$ cat config.mk
export PLATFORM = sky130hd
export DESIGN_NAME = ussm_core
export DESIGN_NICKNAME = d
export VERILOG_FILES = /design/src/ussm_core.v
export VERILOG_INCLUDE_DIRS = /design/src /design/src/pkg
export SDC_FILE = /design/constraint.sdc
export NUM_CORES = 1
export LEC_CHECK = 0
export ABC_AREA = 0
export BUFFER_PORTS_ARGS = -buffer_cell sky130_fd_sc_hd__buf_2
export CAP_MARGIN = 10
export CORE_AREA = 2 2 92 94
export DETAILED_ROUTE_END_ITERATION = 10
export DIE_AREA = 0 0 94 96
export GPL_ROUTABILITY_DRIVEN = 0
export PLACE_DENSITY = 0.79
export SYNTH_ARGS = -nofsm -noshare
export SYNTH_HDL_FRONTEND = slang
export SYNTH_SLANG_ARGS = --single-unit
$ cat constraint.sdc
create_clock -name clk -period 3.5 [get_ports clk]
set_input_delay 0.7 -clock clk [delete_from_list [all_inputs] [get_ports clk]]
set_output_delay 0.7 -clock clk [all_outputs]
set_load 0.01 [all_outputs]
$ cat src/pkg/ussm_defs.vh
// Purpose: Offsets, field positions and reset values of the sync master port
// Assumes: 32-bit APB word per register
// Notes: Printed offsets are not all multiples of four; byte address is 4x index
`ifndef USSM_DEFS_VH
`define USSM_DEFS_VH

// ==========================================================
// Register indices
`define USSM_IDX_IRQ_FLAGS 8'h0c
`define USSM_IDX_RX_CTRL 8'h18
`define USSM_IDX_TX_HOLD 8'h19
`define USSM_IDX_RX_BUF 8'h1a
`define USSM_IDX_IRQ_EN 8'h8c
`define USSM_IDX_TX_CTRL 8'h98
`define USSM_IDX_BAUD 8'h99

// ==========================================================
// Transmit control fields
`define USSM_TX_CLKSRC 7
`define USSM_TX_NINE 6
`define USSM_TX_EN 5
`define USSM_TX_SYNC 4
`define USSM_TX_HIRATE 2
`define USSM_TX_SHEMPTY 1
`define USSM_TX_BIT9 0

// ==========================================================
// Receive control fields
`define USSM_RX_PORTEN 7
`define USSM_RX_NINE 6
`define USSM_RX_SINGLE 5
`define USSM_RX_CONT 4
`define USSM_RX_ADDR 3
`define USSM_RX_FRAME 2
`define USSM_RX_OVER 1
`define USSM_RX_BIT9 0

// ==========================================================
// Flag and enable fields
`define USSM_IRQ_RXDONE 5
`define USSM_IRQ_TXEMPTY 4

// ==========================================================
// Reset values
`define USSM_RST_TX_CTRL 8'h02
`define USSM_RST_ZERO 8'h00

`endif

$ cat src/ussm_core.v
// Purpose: Synchronous master mode of a serial transceiver with APB registers
// Assumes: 40 MHz clk, one shift clock period = 2*(baud_divisor+1) clk cycles
// Notes: Data line pin is split in/out/enable, enable low while driving
// Notes on behaviour
// - half duplex: transmit and receive exclusive
// - sync select bit selects synchronous operation
// - port enable assigns clock and data pins
// - clock source bit makes device drive clock
// - shifter reloads only after last bit
// - one-cycle load then buffer-empty flag set
// - empty flag set regardless of its enable
// - flag cleared only by buffer write
// - shifter-empty status read-only, polled only
// - shift register not software accessible
// - ninth transmit bit from ninth-bit field
// - single or continuous enable starts reception
// - sample data on falling shift clock
// - single enable receives exactly one word
// - continuous enable receives until cleared
// - both set behaves as continuous
// - receive-complete flag, interrupt only if enabled
// - clearing continuous enable clears errors
// - ninth receive bit readable in control
`timescale 1ns/10ps
`include "ussm_defs.vh"

module ussm_core #(
  parameter ADDR_W = 12
) (
  // Clock and reset
  input wire clk,
  input wire sys_rst,
  // APB slave
  input wire psel,
  input wire penable,
  input wire pwrite,
  input wire [ADDR_W-1:0] paddr,
  input wire [31:0] pwdata,
  output wire pready,
  output wire pslverr,
  output reg [31:0] prdata,
  // Serial pins
  output reg shiftClockLine,
  output reg shiftClockOe_n,
  input wire serialDataIn,
  output reg serialDataOut,
  output reg serialDataOe_n,
  // Interrupt request lines
  output reg txIrq,
  output reg rxIrq
);

  localparam ST_IDLE = 2'b00;
  localparam ST_TX = 2'b01;
  localparam ST_RX = 2'b10;

  // ==========================================================
  // Registers
  reg [7:0] txCtrl_r;
  reg [7:0] rxCtrl_r;
  reg [7:0] txHold_r;
  reg [7:0] rxBuf_r;
  reg [7:0] irqEn_r;
  reg [7:0] baud_r;
  reg txEmptyFlag_r;
  reg rxDoneFlag_r;
  reg holdFull_r;
  reg [1:0] state_r;
  reg [8:0] shifter_r;
  reg [3:0] bitCnt_r;
  reg [7:0] divCnt_r;
  reg phaseHigh_r;
  reg dataSync1_r;
  reg dataSync2_r;

  // ==========================================================
  // Address decode
  function [3:0] decodeIdx;
    input [ADDR_W-1:0] a;
    begin
      if (a[1:0] != 2'b00 || a[ADDR_W-1:10] != 0) begin
        decodeIdx = 4'h0;
      end else if (a[9:2] == `USSM_IDX_IRQ_FLAGS) begin
        decodeIdx = 4'h1;
      end else if (a[9:2] == `USSM_IDX_RX_CTRL) begin
        decodeIdx = 4'h2;
      end else if (a[9:2] == `USSM_IDX_TX_HOLD) begin
        decodeIdx = 4'h3;
      end else if (a[9:2] == `USSM_IDX_RX_BUF) begin
        decodeIdx = 4'h4;
      end else if (a[9:2] == `USSM_IDX_IRQ_EN) begin
        decodeIdx = 4'h5;
      end else if (a[9:2] == `USSM_IDX_TX_CTRL) begin
        decodeIdx = 4'h6;
      end else if (a[9:2] == `USSM_IDX_BAUD) begin
        decodeIdx = 4'h7;
      end else begin
        decodeIdx = 4'h0;
      end
    end
  endfunction

  wire [3:0] regSel = decodeIdx(paddr);
  wire access = psel && penable;
  wire wrEn = access && pwrite;
  wire rdEn = access && !pwrite;
  assign pready = 1'b1;
  // Shift register has no index, so it falls to the error slot
  assign pslverr = access && (regSel == 4'h0);

  // ==========================================================
  // Mode and control decode
  wire syncMode = txCtrl_r[`USSM_TX_SYNC];
  wire portOn = rxCtrl_r[`USSM_RX_PORTEN];
  wire isMaster = txCtrl_r[`USSM_TX_CLKSRC];
  wire active = syncMode && portOn && isMaster;
  wire contRx = rxCtrl_r[`USSM_RX_CONT];
  wire rxWanted = rxCtrl_r[`USSM_RX_SINGLE] || contRx;
  wire nineTx = txCtrl_r[`USSM_TX_NINE];
  wire nineRx = rxCtrl_r[`USSM_RX_NINE];
  wire holdWrite = wrEn && (regSel == 4'h3);

  // ==========================================================
  // Shift clock divider
  wire divDone = (divCnt_r == 8'h00);
  wire riseTick = divDone && !phaseHigh_r && (state_r != ST_IDLE);
  wire fallTick = divDone && phaseHigh_r;
  wire [3:0] wordBits = nineTx ? 4'h9 : 4'h8;
  wire [3:0] rxBits = nineRx ? 4'h9 : 4'h8;

  always @(posedge clk) begin
    if (sys_rst || state_r == ST_IDLE) begin
      divCnt_r <= baud_r;
      phaseHigh_r <= 1'b0;
    end else if (divDone) begin
      divCnt_r <= baud_r;
      phaseHigh_r <= !phaseHigh_r;
    end else begin
      divCnt_r <= divCnt_r - 8'h01;
    end
  end

  // Data line synchroniser
  always @(posedge clk) begin
    if (sys_rst) begin
      dataSync1_r <= 1'b0;
      dataSync2_r <= 1'b0;
    end else begin
      dataSync1_r <= serialDataIn;
      dataSync2_r <= dataSync1_r;
    end
  end

  // ==========================================================
  // Transfer engine
  always @(posedge clk) begin
    if (sys_rst) begin
      state_r <= ST_IDLE;
      shifter_r <= 9'h000;
      bitCnt_r <= 4'h0;
      holdFull_r <= 1'b0;
      txEmptyFlag_r <= 1'b0;
      rxDoneFlag_r <= 1'b0;
      rxBuf_r <= `USSM_RST_ZERO;
    end else begin
      if (rdEn && regSel == 4'h4) begin
        rxDoneFlag_r <= 1'b0;
      end
      if (!txCtrl_r[`USSM_TX_EN]) begin
        holdFull_r <= 1'b0;
      end else if (holdWrite) begin
        holdFull_r <= 1'b1;
      end
      if (holdWrite) begin
        txEmptyFlag_r <= 1'b0;
      end else if (txCtrl_r[`USSM_TX_EN] && !holdFull_r) begin
        txEmptyFlag_r <= 1'b1;
      end
      case (state_r)
        ST_IDLE: begin
          if (active && txCtrl_r[`USSM_TX_EN] && holdFull_r && !rxWanted) begin
            shifter_r <= {txCtrl_r[`USSM_TX_BIT9], txHold_r};
            bitCnt_r <= 4'h0;
            holdFull_r <= holdWrite;
            // A write landing in the load cycle refills the buffer at once
            txEmptyFlag_r <= !holdWrite;
            state_r <= ST_TX;
          end else if (active && rxWanted) begin
            bitCnt_r <= 4'h0;
            state_r <= ST_RX;
          end
        end
        ST_TX: begin
          if (fallTick) begin
            shifter_r <= {1'b0, shifter_r[8:1]};
            bitCnt_r <= bitCnt_r + 4'h1;
            if (bitCnt_r == wordBits - 4'h1) begin
              state_r <= ST_IDLE;
            end
          end
        end
        ST_RX: begin
          if (fallTick) begin
            bitCnt_r <= bitCnt_r + 4'h1;
            if (nineRx) begin
              shifter_r <= {dataSync2_r, shifter_r[8:1]};
            end else begin
              shifter_r <= {1'b0, dataSync2_r, shifter_r[7:1]};
            end
            if (bitCnt_r == rxBits - 4'h1) begin
              rxDoneFlag_r <= 1'b1;
              // In eight-bit mode the last data bit joins the word in the same cycle; in nine-bit mode it goes to the ninth-bit field
              rxBuf_r <= nineRx ? shifter_r[8:1] : {dataSync2_r, shifter_r[7:1]};
              state_r <= ST_IDLE;
            end
          end
          if (!rxWanted || !active) begin
            state_r <= ST_IDLE;
          end
        end
        default: begin
          state_r <= ST_IDLE;
        end
      endcase
    end
  end

  // Word landed this cycle, for ninth bit and single-mode stop
  wire rxLast = (state_r == ST_RX) && fallTick && (bitCnt_r == rxBits - 4'h1);

  // ==========================================================
  // Software registers
  always @(posedge clk) begin
    if (sys_rst) begin
      txCtrl_r <= `USSM_RST_TX_CTRL;
      rxCtrl_r <= `USSM_RST_ZERO;
      txHold_r <= `USSM_RST_ZERO;
      irqEn_r <= `USSM_RST_ZERO;
      baud_r <= `USSM_RST_ZERO;
    end else begin
      if (wrEn && regSel == 4'h6) begin
        txCtrl_r <= {pwdata[7:2], txCtrl_r[`USSM_TX_SHEMPTY], pwdata[0]};
        txCtrl_r[3] <= 1'b0;
      end
      txCtrl_r[`USSM_TX_SHEMPTY] <= (state_r != ST_TX);
      if (holdWrite) begin
        txHold_r <= pwdata[7:0];
      end
      if (wrEn && regSel == 4'h5) begin
        irqEn_r <= pwdata[7:0];
      end
      if (wrEn && regSel == 4'h7) begin
        baud_r <= pwdata[7:0];
      end
      if (wrEn && regSel == 4'h2) begin
        rxCtrl_r[7:3] <= pwdata[7:3];
      end
      if (rxLast) begin
        if (nineRx) begin
          rxCtrl_r[`USSM_RX_BIT9] <= dataSync2_r;
        end
        if (!contRx) begin
          rxCtrl_r[`USSM_RX_SINGLE] <= 1'b0;
        end
      end
      if (rxLast && rxDoneFlag_r && contRx) begin
        rxCtrl_r[`USSM_RX_OVER] <= 1'b1;
      end else if (!contRx) begin
        rxCtrl_r[`USSM_RX_OVER] <= 1'b0;
      end
      rxCtrl_r[`USSM_RX_FRAME] <= 1'b0;
    end
  end

  // ==========================================================
  // Pins and read data
  always @(posedge clk) begin
    if (sys_rst) begin
      shiftClockLine <= 1'b0;
      shiftClockOe_n <= 1'b1;
      serialDataOut <= 1'b0;
      serialDataOe_n <= 1'b1;
      txIrq <= 1'b0;
      rxIrq <= 1'b0;
    end else begin
      shiftClockOe_n <= !active;
      shiftClockLine <= (state_r != ST_IDLE) && (phaseHigh_r ^ riseTick ^ fallTick);
      serialDataOe_n <= !(portOn && syncMode && state_r == ST_TX);
      serialDataOut <= shifter_r[0];
      txIrq <= txEmptyFlag_r && irqEn_r[`USSM_IRQ_TXEMPTY];
      rxIrq <= rxDoneFlag_r && irqEn_r[`USSM_IRQ_RXDONE];
    end
  end

  always @* begin
    prdata = 32'h0000_0000;
    if (regSel == 4'h1) begin
      prdata[`USSM_IRQ_RXDONE] = rxDoneFlag_r;
      prdata[`USSM_IRQ_TXEMPTY] = txEmptyFlag_r;
    end else if (regSel == 4'h2) begin
      prdata[7:0] = rxCtrl_r;
    end else if (regSel == 4'h3) begin
      prdata[7:0] = txHold_r;
    end else if (regSel == 4'h4) begin
      prdata[7:0] = rxBuf_r;
    end else if (regSel == 4'h5) begin
      prdata[7:0] = irqEn_r;
    end else if (regSel == 4'h6) begin
      prdata[7:0] = txCtrl_r;
    end else if (regSel == 4'h7) begin
      prdata[7:0] = baud_r;
    end
  end

endmodule

==> results_dict.tcl <==
set metrics [dict create \
    ys_ff_latch 81 \
    numCtsBuffers 9 \
    cts_tree "done" \
    viasPerCell 6.06 \
    hold_ws_ns 0.443 \
    synthToLayoutAreaGrowth_pct 9.44 \
    drt-initial-drc-count 368 \
    synth_cell_types 74 \
    crit_required_ns 2.80 \
    clock_latency_ns 0.37 \
    clock-sinks 81 \
    drive_gt1_share_pct 18.7 \
    num_io_pins 90 \
    drt_wl_total_um 10800 \
    r2r_cells 6 \
    layout_common_cells "dfxtp_1, nor2_1, buf_2, a21oi_1, mux2i_1" \
    final_cells 634 \
    maxCapViolCount 0 \
    grt_usage_pct 25.1 \
    crit_type "in2out" \
    ir_drop_mv 0.205 \
    layout_commonest_cell "dfxtp_1" \
    drc 0 \
    hold_viol 0 \
    dp_hpwl_um 7860 \
    fin_crit_sh_pct 96.4 \
    start_kind "input pin" \
    fin_skew_ns 0.0105 \
    hold_path_end "dataSync2_r" \
    synthArstFlopShare_pct 0 \
    post_cts_buffers 0 \
    powerDensity_mw_per_mm2 391 \
    grt_pass1_vias 3579 \
    r2r_end "shifter_r[0]" \
    dp_cells 618 \
    clkTransAtPathRegs_ns 0.08 \
    critPathCaptureType "primary output" \
    fin_crit_ns 3.37 \
    htree_num_levels 3 \
    ys_warn_count 0 \
    tightestPinTransition_ns 0.813 \
    synthFlopType "dfxtp_1" \
    dp_slack_ns 0.207 \
    nFillCells 730 \
    initial_core_util_pct 53.8 \
    nets 580 \
    antenna_found_initial 0 \
    die_h_um 96 \
    hold_depth 1 \
    status "finished, final reports clean" \
    grt_max_degree 47 \
    coreArea_mm2 0.00805 \
    die_x_um 94 \
    hold_start "dataSync1_r" \
    finalPower_uw 1850 \
    routedWlPerCell_um 17.0 \
    dr_total_vias 3840 \
    grt-ovfl-total 0 \
    cts_buffer_depth 2 \
    tns_ns 0 \
    cts-resized-gates 0 \
    r2r-start "state_r[0]" \
    hp-class "reg2reg" \
    syn-cell-area_mm2 0.00434 \
    synth_edf_count 0 \
    io_buffers 40 \
    cts_root_buf "clkbuf_8" \
    dr.pass1.iters 5 \
    fmax_mhz 296 \
    setup_ws_ns 0.126 \
    power_leakage_uw 0.00185 \
    synth-seq-area-share_pct 37.4 \
    grt_first_pass_wirelength_um 17600 \
    syn_inst 490 \
    ant_nets 0 \
    relSlewSlack_pct 45.8 \
    holdBufCountCts 0 \
    rsz0062_at_grt "false" \
    crit_fanout 8 \
    slew_viol_final 0 \
    row_count 33 \
    dieArea_mm2 0.00902 \
    diodes 0 \
    rrSetupSlack_ns 1.21 \
    setup_viol 0 \
    syn_area_per_cell_um2 8.85 \
    cp.arrival_ns 2.67 \
]
layout make-up:
class / count / area [µm²] / area share (%)
clock buffer: 10 / 138 / 2.90
clock inverter: 6 / 72.6 / 1.53
inverter: 8 / 30.0 / 0.633
multi-input combinational: 370 / 2450 / 51.6
sequential: 81 / 1620 / 34.2
tap: 105 / 131 / 2.77
timing repair buffer: 54 / 305 / 6.43
per-layer routing:
metal / vias up / GRT usage, % / routed length [µm] / part of all wire (%)
li1: 1795 / - / - / -
met1: 1821 / 32.7 / 4620 / 43
met2: 185 / 40.3 / 4970 / 46
met3: 39 / 5.40 / 825 / 7.6
met4: 0 / 11.1 / 377 / 3.5
met5: - / 0 / 0 / 0
stage by stage:
| stage | util, % | instance area [µm²] |
|---|---|---|
| 6_report | 58.9 | 4740 |
| 5_1_grt | 58.9 | 4740 |
| 3_3_place_gp | 56.3 | 4530 |
| 4_1_cts | 58.9 | 4740 |
| 2_1_floorplan | - | 4420 |
| 3_5_place_dp | 56.3 | 4530 |
critical path, cell delays in order:
cell and delay [ns]:
buf_2 0.16, or2_2 0.32, or2_0 0.36, nor3_1 0.54, a222oi_1 0.17, o21ai_0 0.25, buf_2 0.18
how the worst max path moves through the flow:
stage / start / to / depth (start not counted)
floorplan: paddr[6] / prdata[0] / 7
global placement: paddr[8] / prdata[2] / 7
detailed placement: paddr[8] / prdata[2] / 7
CTS: paddr[8] / prdata[2] / 7
global route: paddr[8] / prdata[2] / 7
finish: paddr[8] / prdata[2] / 7
kinds of logic (layout without fill, tap and decap cells):
logic type                 Yosys count  after routing  synth area share (%)
AOI/OAI and AO/OA                  116            116                  18.7
and+or+nand+nor                    178            178                  23.4
buffers and inverters               62             78                  8.17
xor gates and xnor gates             6              6                  1.21
adders and majority gates            6              6                  1.73
muxes                               39             39                  9.21
DFF                                 81             81                  37.4
other                                2             25                 0.173
cells in the mapped netlist (4+ instances only):
library cell	number	area share [%]
a21oi_1	38	4.4
a222oi_1	4	0.92
a311oi_1	8	1.6
a31oi_1	5	0.72
and3_1	5	0.72
buf_2	5	0.58
buf_4	26	4.5
clkbuf_1	17	1.5
dfxtp_1	81	37
ha_1	6	1.7
inv_1	8	0.69
mux2_2	7	1.8
mux2i_1	32	7.4
nand2_1	13	1.1
nand2b_1	16	2.3
nand3_1	31	3.6
nand3b_1	4	0.69
nor2_1	57	4.9
nor2b_1	8	1.2
nor3_1	8	0.92
nor4_2	4	1.2
o21ai_0	18	2.1
o21ai_1	4	0.46
power breakdown:
part           total, µW  switching [µW]  internal, µW
logic                177             116          61.7
clock network        724             365           359
registers            952            12.5           939
total               1850             493          1360
registers in the layout, indices dropped and copies added (netlist names), 2 cells and up:
signal / flops
txCtrl_r: 7
irqEn_r: 8
bitCnt_r: 4
rxCtrl_r: 7
shifter_r: 9
rxBuf_r: 8
txHold_r: 8
divCnt_r: 8
state_r: 2
baud_r: 8
(Power assumes the default switching activity.)
